[src/inc/ulcs_defs.svh]
/*
  Register offsets, FIFO depth, reset values and timing counts for the UART line control block.
  Assumes inclusion by bare name from the package and the design file.
*/
`ifndef ULCS_DEFS_SVH
`define ULCS_DEFS_SVH
`define ULCS_OFS_LINE_CONTROL 8'h00
`define ULCS_OFS_LINE_STATUS 8'h04
`define ULCS_OFS_DATA_PORT 8'h08
`define ULCS_OFS_RX_THRESH 8'h0c
`define ULCS_OFS_TX_THRESH 8'h10
`define ULCS_OFS_HS_THRESH 8'h14
`define ULCS_OFS_BIT_RATE 8'h18
`define ULCS_FIFO_DEPTH 6'h20
`define ULCS_CTRL_RESET 32'h0000_0000
`define ULCS_BR_RESET 32'h0001_0010
`define ULCS_OVERSAMPLE 4'hf
`define ULCS_START_MID 4'h7
`endif

[src/inc/ulcs_pkg.sv]
/*
  Types of the UART line control block.
  Assumes ulcs_defs.svh is reachable on the include path.
*/
`include "ulcs_defs.svh"
package ulcs_pkg;
  typedef struct packed {
    logic [21:0] unused;
    logic handshake_polarity;
    logic handshake_enable;
    logic transmit_enable;
    logic receive_enable;
    logic parity_on;
    logic even_parity_select;
    logic dual_stop_select;
    logic force_break;
    logic [1:0] spare;
  } ulcs_ctrl_s;
  typedef struct packed {
    logic [15:0] divider_modulus;
    logic [15:0] divider_increment;
  } ulcs_br_s;
  typedef struct packed {
    logic [7:0] data;
    logic stop_err;
    logic par_err;
    logic start_err;
  } ulcs_rx_entry_s;
  typedef enum logic [4:0] {
    TX_IDLE = 5'h01,
    TX_START = 5'h02,
    TX_DATA = 5'h04,
    TX_PAR = 5'h08,
    TX_STOP = 5'h10
  } ulcs_tx_e;
  typedef enum logic [4:0] {
    RX_IDLE = 5'h01,
    RX_START = 5'h02,
    RX_DATA = 5'h04,
    RX_PAR = 5'h08,
    RX_STOP = 5'h10
  } ulcs_rx_e;
endpackage : ulcs_pkg

[src/logic/ulcs_uart.sv]
/*
  UART with register port, 32-entry transmit and receive FIFOs, parity, break and RTS/CTS flow control.
  Assumes a synchronous master on mclk with one-cycle strobes; rxd and rts pins are asynchronous.
*/
`include "ulcs_defs.svh"
`timescale 1ns/10ps
`default_nettype none
// Contract
// Force-break bit drives the serial output low continuously.
// Dual-stop bit sends two stop bits; receiver accepts one or more.
// Even-parity bit low selects odd parity, high even; ignored without parity.
// Parity-on enables both transmit generation and receive checking.
// Enabled receiver needs a one-to-zero transition before any character.
// Receive-enable cleared mid-character lets that character finish first.
// Transmit-enable cleared mid-character returns the output high at once.
// Data-port writes are discarded while transmit is disabled.
// Irq bits 7:6 follow their cause; error bits 5:0 clear on status read.
// Reading an empty receive FIFO sets the underrun flag.
// Character arriving at full receive FIFO is discarded, overrun flag set.
// Write to full transmit FIFO dropped, sets transmit overrun, no interrupt.
// Stop-bit error flag follows the character popped from the receive FIFO.
// Parity mismatch flag follows popped character; zero while parity is off.
// Start-bit error flag set when start level not confirmed at bit centre.
// Data port moves one byte in bits 7:0; upper bits read zero.
// Receive fill count reports 0 to 32 bytes held.
// Receive irq pending while fill count exceeds receive threshold.
// Transmit free count reports 32 when empty down to 0 when full.
// Transmit irq pending while free count exceeds transmit threshold.
// Clear-to-send deasserted while fill count exceeds handshake threshold.
// Without handshake the RTS input is ignored and CTS held asserted.
// Remote not ready: finish current character, then pause.
// Remote should stop sending soon after clear-to-send drops.
// Bit-rate tick from a fractional divider with increment and modulus.
module ulcs_uart (
  input wire logic mclk,
  input wire logic reset_n,
  input wire logic [7:0] reg_addr,
  input wire logic [31:0] reg_wdata,
  input wire logic reg_wr,
  input wire logic reg_rd,
  output logic [31:0] reg_rdata,
  input wire logic rxd,
  input wire logic rts,
  output logic txd,
  output logic cts
);
  // ==========================================================
  // Registers and synchronisers
  ulcs_pkg::ulcs_ctrl_s ctrl_reg;
  ulcs_pkg::ulcs_br_s br_reg;
  logic [5:0] rx_thresh_reg;
  logic [7:0] tx_thresh_reg;
  logic [7:0] hs_thresh_reg;
  logic [5:0] err_reg;
  logic [7:0] rx_byte_reg;
  logic [1:0] rxd_sync_reg;
  logic [1:0] rts_sync_reg;
  logic [2:0] vote_reg;
  logic rx_bit;
  logic remote_ready;
  logic status_rd;
  logic data_wr;
  logic data_rd;

  assign status_rd = reg_rd && (reg_addr == `ULCS_OFS_LINE_STATUS);
  assign data_wr = reg_wr && (reg_addr == `ULCS_OFS_DATA_PORT);
  assign data_rd = reg_rd && (reg_addr == `ULCS_OFS_DATA_PORT);

  always_ff @(posedge mclk) begin
    if (!reset_n) begin
      rxd_sync_reg <= 2'h3;
      rts_sync_reg <= 2'h3;
      vote_reg <= 3'h7;
    end else begin
      rxd_sync_reg <= {rxd_sync_reg[0], rxd};
      rts_sync_reg <= {rts_sync_reg[0], rts};
      vote_reg <= {vote_reg[1:0], rxd_sync_reg[1]};
    end
  end
  // Two-of-three majority cleans short glitches off the line
  assign rx_bit = (vote_reg[0] & vote_reg[1]) | (vote_reg[1] & vote_reg[2]) | (vote_reg[0] & vote_reg[2]);
  // Polarity low: rts low means ready
  assign remote_ready = !ctrl_reg.handshake_enable ||
                        (rts_sync_reg[1] == ctrl_reg.handshake_polarity); // see R22

  always_ff @(posedge mclk) begin
    if (!reset_n) begin
      ctrl_reg <= `ULCS_CTRL_RESET;
      br_reg <= `ULCS_BR_RESET;
      rx_thresh_reg <= 6'h00;
      tx_thresh_reg <= 8'h00;
      hs_thresh_reg <= 8'h00;
    end else if (reg_wr) begin
      unique case (reg_addr)
        `ULCS_OFS_LINE_CONTROL: ctrl_reg <= reg_wdata;
        `ULCS_OFS_BIT_RATE: br_reg <= reg_wdata;
        // Receive and transmit thresholds sit above the read-only counts, where they read back; handshake threshold in bits 7:0
        `ULCS_OFS_RX_THRESH: rx_thresh_reg <= reg_wdata[13:8];
        `ULCS_OFS_TX_THRESH: tx_thresh_reg <= reg_wdata[15:8];
        `ULCS_OFS_HS_THRESH: hs_thresh_reg <= reg_wdata[7:0];
        default: ;
      endcase
    end
  end

  // ==========================================================
  // Fractional bit-rate divider: tick at 16x the bit rate
  logic [15:0] acc_reg;
  logic [16:0] acc_sum;
  logic tick;
  assign acc_sum = {1'b0, acc_reg} + {1'b0, br_reg.divider_increment};
  assign tick = acc_sum >= {1'b0, br_reg.divider_modulus};
  always_ff @(posedge mclk) begin
    if (!reset_n) begin
      acc_reg <= 16'h0000;
    end else if (tick) begin
      acc_reg <= 16'(acc_sum - {1'b0, br_reg.divider_modulus});
    end else begin
      acc_reg <= acc_sum[15:0];
    end
  end

  // ==========================================================
  // FIFOs
  logic [7:0] tx_mem [0:31];
  ulcs_pkg::ulcs_rx_entry_s rx_mem [0:31];
  logic [4:0] tx_wp_reg;
  logic [4:0] tx_rp_reg;
  logic [5:0] tx_cnt_reg;
  logic [4:0] rx_wp_reg;
  logic [4:0] rx_rp_reg;
  logic [5:0] rx_cnt_reg;
  logic tx_push;
  logic tx_pop;
  logic rx_push;
  logic rx_pop;
  logic rx_done;
  ulcs_pkg::ulcs_rx_entry_s rx_entry;
  logic [5:0] tx_free;

  assign tx_free = 6'(`ULCS_FIFO_DEPTH - tx_cnt_reg);
  assign tx_push = data_wr && ctrl_reg.transmit_enable && (tx_cnt_reg != `ULCS_FIFO_DEPTH); // see R8
  assign rx_push = rx_done && (rx_cnt_reg != `ULCS_FIFO_DEPTH);
  assign rx_pop = data_rd && (rx_cnt_reg != 6'h00);

  always_ff @(posedge mclk) begin
    if (tx_push) begin
      tx_mem[tx_wp_reg] <= reg_wdata[7:0];
    end
    if (rx_push) begin
      rx_mem[rx_wp_reg] <= rx_entry;
    end
  end

  always_ff @(posedge mclk) begin
    if (!reset_n) begin
      tx_wp_reg <= 5'h00;
      tx_rp_reg <= 5'h00;
      tx_cnt_reg <= 6'h00;
    end else begin
      tx_wp_reg <= tx_wp_reg + 5'(tx_push);
      tx_rp_reg <= tx_rp_reg + 5'(tx_pop);
      tx_cnt_reg <= 6'(tx_cnt_reg + 6'(tx_push) - 6'(tx_pop));
    end
  end

  always_ff @(posedge mclk) begin
    if (!reset_n) begin
      rx_wp_reg <= 5'h00;
      rx_rp_reg <= 5'h00;
      rx_cnt_reg <= 6'h00;
    end else begin
      rx_wp_reg <= rx_wp_reg + 5'(rx_push);
      rx_rp_reg <= rx_rp_reg + 5'(rx_pop);
      rx_cnt_reg <= 6'(rx_cnt_reg + 6'(rx_push) - 6'(rx_pop));
    end
  end

  // ==========================================================
  // Transmitter
  ulcs_pkg::ulcs_tx_e tx_state_reg;
  logic [3:0] tx_os_reg;
  logic [2:0] tx_bit_reg;
  logic [7:0] tx_sh_reg;
  logic tx_par_reg;
  logic tx_stop2_reg;
  logic tx_line_reg;
  logic tx_bit_end;

  assign tx_bit_end = tick && (tx_os_reg == `ULCS_OVERSAMPLE);
  assign tx_pop = (tx_state_reg == ulcs_pkg::TX_IDLE) && ctrl_reg.transmit_enable &&
                  remote_ready && (tx_cnt_reg != 6'h00);

  always_ff @(posedge mclk) begin
    if (!reset_n) begin
      tx_state_reg <= ulcs_pkg::TX_IDLE;
      tx_os_reg <= 4'h0;
      tx_bit_reg <= 3'h0;
      tx_sh_reg <= 8'h00;
      tx_par_reg <= 1'b0;
      tx_stop2_reg <= 1'b0;
      tx_line_reg <= 1'b1;
    end else if (!ctrl_reg.transmit_enable) begin
      tx_state_reg <= ulcs_pkg::TX_IDLE;
      tx_line_reg <= 1'b1;
    end else begin
      if (tick) begin
        tx_os_reg <= tx_os_reg + 4'h1;
      end
      unique case (tx_state_reg)
        ulcs_pkg::TX_IDLE: begin
          tx_line_reg <= 1'b1;
          if (tx_pop) begin
            tx_sh_reg <= tx_mem[tx_rp_reg];
            tx_par_reg <= ~ctrl_reg.even_parity_select;
            tx_os_reg <= 4'h0;
            tx_line_reg <= 1'b0;
            tx_state_reg <= ulcs_pkg::TX_START;
          end
        end
        ulcs_pkg::TX_START: begin
          if (tx_bit_end) begin
            tx_line_reg <= tx_sh_reg[0];
            tx_bit_reg <= 3'h0;
            tx_state_reg <= ulcs_pkg::TX_DATA;
          end
        end
        ulcs_pkg::TX_DATA: begin
          if (tx_bit_end) begin
            tx_par_reg <= tx_par_reg ^ tx_sh_reg[0];
            tx_sh_reg <= {1'b0, tx_sh_reg[7:1]};
            tx_bit_reg <= tx_bit_reg + 3'h1;
            if (tx_bit_reg != 3'h7) begin
              tx_line_reg <= tx_sh_reg[1];
            end else if (ctrl_reg.parity_on) begin
              tx_line_reg <= tx_par_reg ^ tx_sh_reg[0];
              tx_state_reg <= ulcs_pkg::TX_PAR;
            end else begin
              tx_line_reg <= 1'b1;
              tx_stop2_reg <= ctrl_reg.dual_stop_select;
              tx_state_reg <= ulcs_pkg::TX_STOP;
            end
          end
        end
        ulcs_pkg::TX_PAR: begin
          if (tx_bit_end) begin
            tx_line_reg <= 1'b1;
            tx_stop2_reg <= ctrl_reg.dual_stop_select;
            tx_state_reg <= ulcs_pkg::TX_STOP;
          end
        end
        ulcs_pkg::TX_STOP: begin
          if (tx_bit_end) begin
            tx_stop2_reg <= 1'b0;
            if (!tx_stop2_reg) begin
              tx_state_reg <= ulcs_pkg::TX_IDLE;
            end
          end
        end
      endcase
    end
  end

  // ==========================================================
  // Receiver
  ulcs_pkg::ulcs_rx_e rx_state_reg;
  logic [3:0] rx_os_reg;
  logic [2:0] rx_bit_reg;
  logic [7:0] rx_sh_reg;
  logic rx_par_reg;
  logic rx_prev_reg;
  logic rx_armed_reg;
  logic rx_mid;
  logic fall;

  assign rx_mid = tick && (rx_os_reg == `ULCS_START_MID);
  assign fall = rx_prev_reg && !rx_bit;
  assign rx_done = rx_mid && (rx_state_reg == ulcs_pkg::RX_STOP);
  assign rx_entry.data = rx_sh_reg;
  assign rx_entry.stop_err = !rx_bit;
  assign rx_entry.par_err = ctrl_reg.parity_on && rx_par_reg;
  assign rx_entry.start_err = 1'b0;

  always_ff @(posedge mclk) begin
    if (!reset_n) begin
      rx_prev_reg <= 1'b1;
      rx_armed_reg <= 1'b0;
    end else begin
      rx_prev_reg <= rx_bit;
      // Arm only once the line has been seen high while enabled
      rx_armed_reg <= ctrl_reg.receive_enable && (rx_armed_reg || rx_bit);
    end
  end

  always_ff @(posedge mclk) begin
    if (!reset_n) begin
      rx_state_reg <= ulcs_pkg::RX_IDLE;
      rx_os_reg <= 4'h0;
      rx_bit_reg <= 3'h0;
      rx_sh_reg <= 8'h00;
      rx_par_reg <= 1'b0;
    end else begin
      if (tick) begin
        rx_os_reg <= rx_os_reg + 4'h1;
      end
      unique case (rx_state_reg)
        ulcs_pkg::RX_IDLE: begin
          if (fall && rx_armed_reg && ctrl_reg.receive_enable) begin
            rx_os_reg <= 4'h0;
            rx_par_reg <= ~ctrl_reg.even_parity_select;
            rx_state_reg <= ulcs_pkg::RX_START;
          end
        end
        ulcs_pkg::RX_START: begin
          if (rx_mid) begin
            rx_os_reg <= 4'h8;
            rx_bit_reg <= 3'h0;
            // Unconfirmed start is dropped as a glitch
            rx_state_reg <= rx_bit ? ulcs_pkg::RX_IDLE : ulcs_pkg::RX_DATA;
          end
        end
        ulcs_pkg::RX_DATA: begin
          if (rx_mid) begin
            rx_os_reg <= 4'h8;
            rx_sh_reg <= {rx_bit, rx_sh_reg[7:1]};
            rx_par_reg <= rx_par_reg ^ rx_bit;
            rx_bit_reg <= rx_bit_reg + 3'h1;
            if (rx_bit_reg == 3'h7) begin
              rx_state_reg <= ctrl_reg.parity_on ? ulcs_pkg::RX_PAR : ulcs_pkg::RX_STOP;
            end
          end
        end
        ulcs_pkg::RX_PAR: begin
          if (rx_mid) begin
            rx_os_reg <= 4'h8;
            rx_par_reg <= rx_par_reg ^ rx_bit;
            rx_state_reg <= ulcs_pkg::RX_STOP;
          end
        end
        ulcs_pkg::RX_STOP: begin
          // One stop bit checked; extra stop bits look like idle line
          if (rx_mid) begin
            rx_state_reg <= ulcs_pkg::RX_IDLE; // see R2
          end
        end
      endcase
    end
  end

  // ==========================================================
  // Status flags and outputs
  logic start_miss;
  // Flagged in the cycle of the event so one status read clears it like the other error bits
  assign start_miss = (rx_state_reg == ulcs_pkg::RX_START) && rx_mid && rx_bit;

  // Layout: 5 underrun, 4 rx overrun, 3 tx overrun, 2 stop, 1 parity, 0 start
  always_ff @(posedge mclk) begin
    if (!reset_n) begin
      err_reg <= 6'h00;
      rx_byte_reg <= 8'h00;
    end else begin
      if (rx_pop) begin
        rx_byte_reg <= rx_mem[rx_rp_reg].data;
      end
      // A set in the same cycle as the status read wins
      err_reg[5] <= (data_rd && rx_cnt_reg == 6'h00) || (err_reg[5] && !status_rd); // see R10
      err_reg[4] <= (rx_done && !rx_push) || (err_reg[4] && !status_rd);
      err_reg[3] <= (data_wr && ctrl_reg.transmit_enable && !tx_push) || (err_reg[3] && !status_rd);
      err_reg[2] <= (rx_pop && rx_mem[rx_rp_reg].stop_err) || (err_reg[2] && !status_rd && !rx_pop);
      err_reg[1] <= ctrl_reg.parity_on &&
                    ((rx_pop && rx_mem[rx_rp_reg].par_err) || (err_reg[1] && !status_rd && !rx_pop));
      err_reg[0] <= start_miss || (err_reg[0] && !status_rd); // see R15
    end
  end

  logic rx_irq;
  logic tx_irq;
  assign rx_irq = rx_cnt_reg > rx_thresh_reg;
  assign tx_irq = {2'h0, tx_free} > tx_thresh_reg;

  always_ff @(posedge mclk) begin
    if (!reset_n) begin
      reg_rdata <= 32'h0000_0000;
    end else if (reg_rd) begin
      unique case (reg_addr)
        `ULCS_OFS_LINE_CONTROL: reg_rdata <= ctrl_reg;
        `ULCS_OFS_LINE_STATUS: reg_rdata <= {24'h0, tx_irq, rx_irq, err_reg};
        `ULCS_OFS_DATA_PORT: reg_rdata <= {24'h0, rx_cnt_reg != 6'h00 ? rx_mem[rx_rp_reg].data : rx_byte_reg};
        `ULCS_OFS_RX_THRESH: reg_rdata <= {18'h0, rx_thresh_reg, 2'h0, rx_cnt_reg};
        `ULCS_OFS_TX_THRESH: reg_rdata <= {16'h0, tx_thresh_reg, 2'h0, tx_free};
        `ULCS_OFS_HS_THRESH: reg_rdata <= {24'h0, hs_thresh_reg};
        `ULCS_OFS_BIT_RATE: reg_rdata <= br_reg;
        default: reg_rdata <= 32'h0000_0000;
      endcase
    end else begin
      reg_rdata <= 32'h0000_0000;
    end
  end

  always_ff @(posedge mclk) begin
    if (!reset_n) begin
      txd <= 1'b1;
      cts <= 1'b0;
    end else begin
      // Disabling goes straight to idle without waiting for the state machine
      txd <= (tx_line_reg || !ctrl_reg.transmit_enable) && !ctrl_reg.force_break; // see R1
      // Asserted level equals polarity bit; drop when fill passes threshold
      cts <= (ctrl_reg.handshake_enable && ({2'h0, rx_cnt_reg} > hs_thresh_reg)) ?
             !ctrl_reg.handshake_polarity : ctrl_reg.handshake_polarity; // see R21 see R22
    end
  end
endmodule : ulcs_uart
`default_nettype wire

[config.mk]
export PLATFORM = sky130hd
export DESIGN_NAME = ulcs_uart
export DESIGN_NICKNAME = d
export VERILOG_FILES = /design/src/inc/ulcs_pkg.sv /design/src/logic/ulcs_uart.sv
export VERILOG_INCLUDE_DIRS = /design/src /design/src/inc
export SDC_FILE = /design/constraint.sdc
export NUM_CORES = 1
export LEC_CHECK = 0
export BUFFER_PORTS_ARGS = -buffer_cell sky130_fd_sc_hd__buf_2
export CAP_MARGIN = 15
export CORE_ASPECT_RATIO = 0.8
export CORE_MARGIN = 4
export CORE_UTILIZATION = 55
export CTS_CLUSTER_DIAMETER = 120
export DETAILED_ROUTE_END_ITERATION = 10
export MAX_ROUTING_LAYER = met4
export PLACE_DENSITY = 0.71
export SETUP_SLACK_MARGIN = 0.2
export SLEW_MARGIN = 10
export SYNTH_ARGS = -nofsm -noshare
export SYNTH_HDL_FRONTEND = slang
export SYNTH_SLANG_ARGS = --single-unit
[constraint.sdc]
create_clock -name mclk -period 7.3 [get_ports mclk]
set_input_delay 0.365 -clock mclk [delete_from_list [all_inputs] [get_ports mclk]]
set_output_delay 0.365 -clock mclk [all_outputs]
set_load 0.01 [all_outputs]
---- Word-level counts from Yosys, hierarchy flattened ----
Memories as Yosys holds them, arrays and structs flattened. A register that Yosys moved wholly into a read port is not among the register bits.
Index checks and enable logic that the tools add are counted.
storage, ports and cells
  memories kept ........................... 2
  bits in registers ....................... 235
  output and inout port bits .............. 34
  word-level logic and storage cells ...... 255
  RAM bits ................................ 576
memory list
  memory  words  width  rd ports  clocked after Yosys merged registers in  write ports  line              RTL
  rx_mem  32     10     1         1                                        1            ulcs_uart.sv:126  ulcs_pkg::ulcs_rx_entry_s rx_mem [0:31];
  tx_mem  32     8      1         1                                        1            ulcs_uart.sv:125  logic [7:0] tx_mem [0:31];
cells by class
  multiplexer cells ....................... 62
  reductions and logical operators ........ 82
  equality and inequality tests ........... 38
  add/subtract/negate cells ............... 15
  bitwise logic cells ..................... 8
  magnitude comparators ................... 4
operators with widths
  cell                  count
  $pmux W32 S7          1
  $mux W5               16
  $pmux W5 S5           2
  $logic_and A1 B1 Y1   36
  $ne A2 B2 Y1 const B  14
  $eq A8 B5 Y1 const B  3
  $mux W4               6
  $mux W8               3
  $add A5 B1 Y5         4
  $mux W1               20
  $add A16 B16 Y17      1
  $ge A17 B16 Y1        1
  $eq A8 B4 Y1 const B  2
  $gt A6 B8 Y1          2
  $mux W16              1
  $pmux W8 S2           1
  $reduce_and A2 Y1     8
  $sub A16 B16 Y16      1
  $mux W3               5
  $reduce_and A7 Y1     2
  $add A6 B1 Y6         2
  $ne A6 B6 Y1 const B  2
  $pmux W3 S2           2
  $reduce_and A4 Y1     3
  37 further kinds      71

---- Longest topological paths before layout ----
  depth after elaboration ................. 9
  gate-level depth with buffers ........... 28
  depth with buffers taken out ............ 26

---- Least setup slack after synthesis ----
Ideal clock, no wire load.
  path type ............................... register to register
  from .................................... register br_reg[0] (netlist bit)
  to ...................................... register rx_cnt_reg[4]
  data arrival time ....................... 4.883 ns
  clock period less this slack ............ 5.011 ns
  setup slack ............................. 2.289 ns
  stages on the path, launching flop included .. 27
  buffers on the path ..................... 1
  path through ............................ dfxtp_1 -> ha_1 -> fa_1 -> a211oi_1 -> o21ai_2 -> a31o_2 -> a21oi_1 -> xnor2_1 -> ha_1 -> a21o_1 -> a21o_1 -> a31o_4 -> a22oi_1 -> a31oi_2 -> buf_4 -> nand2_1 -> ha_1 -> inv_1 -> ha_1 -> inv_1 -> fa_1 -> inv_1 -> a21oi_1 -> nor2_1 -> nor2_1 -> xor2_1 -> nor2_1
on the way
  longest elaborated chain between the ends .. 7
RTL lines
  what                    line              RTL
  start, declared         ulcs_uart.sv:50   ulcs_pkg::ulcs_br_s br_reg;
  start signal, assigned  ulcs_uart.sv:89   br_reg <= `ULCS_BR_RESET;
  start signal, assigned  ulcs_uart.sv:96   `ULCS_OFS_BIT_RATE: br_reg <= reg_wdata;
  $add A16 B16 Y17        ulcs_uart.sv:111  assign acc_sum = {1'b0, acc_reg} + {1'b0, br_reg.divider_increment};
  $ge A17 B16 Y1          ulcs_uart.sv:112  assign tick = acc_sum >= {1'b0, br_reg.divider_modulus};
  $logic_and A1 B1 Y1     ulcs_uart.sv:276  assign rx_mid = tick && (rx_os_reg == `ULCS_START_MID);
  $logic_and A1 B1 Y1     ulcs_uart.sv:278  assign rx_done = rx_mid && (rx_state_reg == ulcs_pkg::RX_STOP);
  $logic_and A1 B1 Y1     ulcs_uart.sv:143  assign rx_push = rx_done && (rx_cnt_reg != `ULCS_FIFO_DEPTH);
  $add A6 B1 Y6           ulcs_uart.sv:175  rx_cnt_reg <= 6'(rx_cnt_reg + 6'(rx_push) - 6'(rx_pop));
  $sub A6 B1 Y6           ulcs_uart.sv:175
  end signal, assigned    ulcs_uart.sv:175
  end, declared           ulcs_uart.sv:132  logic [5:0] rx_cnt_reg;
Every way passes these cells.
A chain may end at the register's enable or synchronous reset.

---- Final worst setup path ----
  from .................................... register br_reg[0] (netlist bit)
  to ...................................... memory rx_mem[22][8] (netlist bit), enable pin
on the way
  longest elaborated chain between the ends .. 7
RTL lines
  what                           line              RTL
  $add A16 B16 Y17               ulcs_uart.sv:111
  $ge A17 B16 Y1                 ulcs_uart.sv:112
  $logic_and A1 B1 Y1            ulcs_uart.sv:276
  $logic_and A1 B1 Y1            ulcs_uart.sv:278
  $logic_and A1 B1 Y1            ulcs_uart.sv:143
  $mux W1                        ulcs_uart.sv:150  if (rx_push) begin
  $mux W1 (implied by the code)  ulcs_uart.sv:151  rx_mem[rx_wp_reg] <= rx_entry;
  end, declared                  ulcs_uart.sv:126
Every way passes these cells.

==> flow_summary.json <==
{
  "cp_slowest_cell": "nor2_1",
  "regMostFlops": "rx_mem",
  "cts_buffers": 78,
  "ys_seq_area_share_pct": 64.5,
  "hpwl_mm": 52.2,
  "place_ws_ns": 1.14,
  "drt_wl_total_mm": 81.9,
  "synthTopCellsByArea": "edfxtp_1, dfxtp_1, mux4_2, ha_1, nand2_1",
  "cp_max_fo": 13,
  "netlist.area_leader.share_pct": 50.7,
  "synth_nets": 2490,
  "synth_enable_flop_cells": 576,
  "fin_skew_ns": 0.0418,
  "rsz0062_at_grt": "no",
  "synth_cells": 2355,
  "first_global_vias": 20000,
  "grt_max_degree": 105,
  "cts.sinks": 811,
  "synthTopCellsByCount": "edfxtp_1, nand2_1, dfxtp_1, mux4_2, nor2_1",
  "grt-ovfl-total": 0,
  "n_antenna_cell": 0,
  "cts_max_level": 3,
  "cts_tree": "yes",
  "vias": 20900,
  "yosysMostFrequentCell": "edfxtp_1",
  "ant_nets": 0,
  "cp-start-kind": "flip-flop",
  "drv_slew": 0,
  "max_stage_delay_ns": 0.87,
  "dieArea_mm2": 0.0661,
  "slew_headroom_pct": 19.5,
  "cts_resized": 0,
  "fmax_mhz": 162,
  "insertion_delay_ns": 0.65,
  "grt_usage_pct": 25.8,
  "crit_type": "flip-flop to flip-flop",
  "cap_violations": 0,
  "cts.clk_slew.worst_paths_ns": 0.06,
  "yosysTopAreaCell": "edfxtp_1",
  "worst_pin_slew_ns": 1.21,
  "avgSynthCellArea_um2": 14.5,
  "cp.arrival_ns": 6.45,
  "leakagePower_nw": 12.0,
  "crit_chain": "ha_1, fa_1, a211oi_1, o21ai_2, a311oi_1, xnor2_1, ha_1, nand4_1, nor4_1, nor4_2, o211a_1, a31oi_2, nand4b_2, nor2_1",
  "routabilityCongestion": 0.920,
  "biggestRegsByFlops": "rx_mem (320), tx_mem (256)",
  "finalCritPeriodShare_pct": 84.7,
  "io_pins": 80,
  "status": "completed",
  "rows": 81,
  "finalPower_w": 0.00993,
  "core_mm2": 0.0613,
  "syn-cell-area_mm2": 0.0341,
  "yosysWarnings": 0,
  "antenna_found_initial": 0,
  "hold_viol": 0,
  "io_buffers": 79,
  "vdd_drop_max_mv": 0.161,
  "max-clock-path-buffers": 3,
  "crit_top_cell": "ha_1",
  "required_ns": 7.56,
  "drtPass1Iterations": 5,
  "start_util_pct": 55.6,
  "largest_reg_flops": 320,
  "setup_violations": 0,
  "avgRoutedWirePerCell_um": 24.5,
  "tns_ns": 0,
  "drtIter0Drc": 2720,
  "ys_ff_latch": 811,
  "cp_num_buf_inv": 0,
  "end_kind": "flip-flop",
  "path_delay_family": "simple AND/OR/NAND/NOR gates",
  "p_per_area_mw_per_mm2": 261,
  "nets": 2579,
  "grt_pass1_wl_mm": 127,
  "synthArstFlopShare_pct": 0,
  "dieWidth_um": 286,
  "drive_above_1_share_pct": 18.3,
  "synth_cell_types": 90,
  "ys.flop_type": "edfxtp_1",
  "setup_ws_ns": 1.11,
  "vias_per_cell": 6.27,
  "area_growth_pct": 11.6,
  "period_needed_ns": 6.19,
  "route.detailed.drc": 0,
  "r2r_slack_ns": 1.11,
  "cts_root_buf": "clkbuf_16",
  "die_y_um": 231,
  "min_path_type": "primary input to flip-flop"
}
cells in the final DEF, fill, tap and decap left out, types with 10 or more instances in the layout:
| cell | synthesis | routed |
|---|---|---|
| nor2_1 | 178 | 177 |
| edfxtp_1 | 576 | 576 |
| buf_4 | 1 | 26 |
| clkinv_2 | 0 | 10 |
| a211oi_1 | 18 | 18 |
| inv_1 | 71 | 71 |
| dfxtp_1 | 235 | 225 |
| clkbuf_16 | 0 | 78 |
| a31oi_1 | 12 | 12 |
| nand3_1 | 61 | 61 |
| xnor2_1 | 30 | 30 |
| nand2_1 | 248 | 248 |
| nor3_1 | 23 | 23 |
| xor2_1 | 21 | 21 |
| nand4_1 | 10 | 10 |
| a21oi_1 | 155 | 155 |
| nand3b_1 | 10 | 10 |
| mux4_2 | 180 | 180 |
| o21ai_0 | 44 | 44 |
| nand2b_1 | 16 | 16 |
| buf_2 | 29 | 79 |
| a21o_1 | 12 | 12 |
| o21a_1 | 11 | 11 |
| clkinv_1 | 1 | 10 |
| a22oi_1 | 38 | 38 |
| ha_1 | 85 | 85 |
| mux2i_1 | 24 | 24 |
| o211ai_1 | 20 | 20 |
| and2_1 | 17 | 17 |
| clkbuf_1 | 83 | 21 |
| dlygate4sd3_1 | 0 | 23 |
layer usage:
layer	track usage, %	vias up	part of all wire [%]
met5	-	-	0
met4	5.15	0	2.1
met3	5.34	147	10
met2	35.6	1122	43
met1	40.2	10500	45
li1	-	9173	-
cell families after synthesis:
family / count (synthesis) / share of synthesized area, %
flip-flops: 811 / 64.5
AND/OR/NAND/NOR: 623 / 8.48
AO/OA/AOI/OAI: 382 / 7.45
multiplexers: 205 / 12.6
buffers and inverters: 193 / 2.27
adder cells (fa/ha/maj): 90 / 3.38
XOR/XNOR: 51 / 1.31
power breakdown:
group | switching [W] | leakage (nW) | internal (W)
Combinational | 0.000611 | 4.00 | 0.000359
Sequential | 0.0000193 | 6.75 | 0.00493
Clock | 0.00177 | 1.23 | 0.00224
Total | 0.00240 | 12.0 | 0.00753
timing repair:
item / in CTS / in global routing
buffers inserted: 0 / 0
hold buffers: 23 / 0
hold endpoints to repair: 46 / 0
final timing paths:
path	start	endpoint	cells after the start
max	br_reg[0]	rx_mem[22][8]	14
min	reg_wdata[8]	ctrl_reg[8]	3
max reg2reg	br_reg[0]	rx_mem[22][8]	14
min reg2reg	rxd_sync_reg[0]	rxd_sync_reg[1]	1
through the flow:
| step | cell area (um^2) | util [%] | cells | hold slack, ns |
|---|---|---|---|---|
| after CTS | 38100 | 62.1 | 3339 | 0.00545 |
| final | 38100 | 62.1 | 3339 | 0.0416 |
| after detailed placement | 35300 | 57.6 | 3171 | 0.392 |
| after floorplan | 34100 | - | 2355 | 0.386 |
| after global routing | 38100 | 62.1 | 3339 | 0.0235 |
| after global placement | 35300 | 57.5 | 3170 | 0.389 |
worst reg2reg max path: stages (launching register included):
cell and delay [ns]:
dfxtp_1 0.33, ha_1 0.24, fa_1 0.43, a211oi_1 0.36
o21ai_2 0.17, a311oi_1 0.55, xnor2_1 0.19, ha_1 0.42
nand4_1 0.18, nor4_1 0.37, nor4_2 0.11, o211a_1 0.20
a31oi_2 0.68, nand4b_2 0.73, nor2_1 0.87
final cells by class:
type / count / area (um^2)
fill: 4388 / 23200
sequential: 811 / 22000
multi-input combinational: 1351 / 11400
clock buffer: 104 / 2100
tap: 830 / 1040
timing repair buffer: 129 / 836
clock inverter: 41 / 449
inverter: 73 / 277
Note: power is estimated with default switching activity, not from simulation.
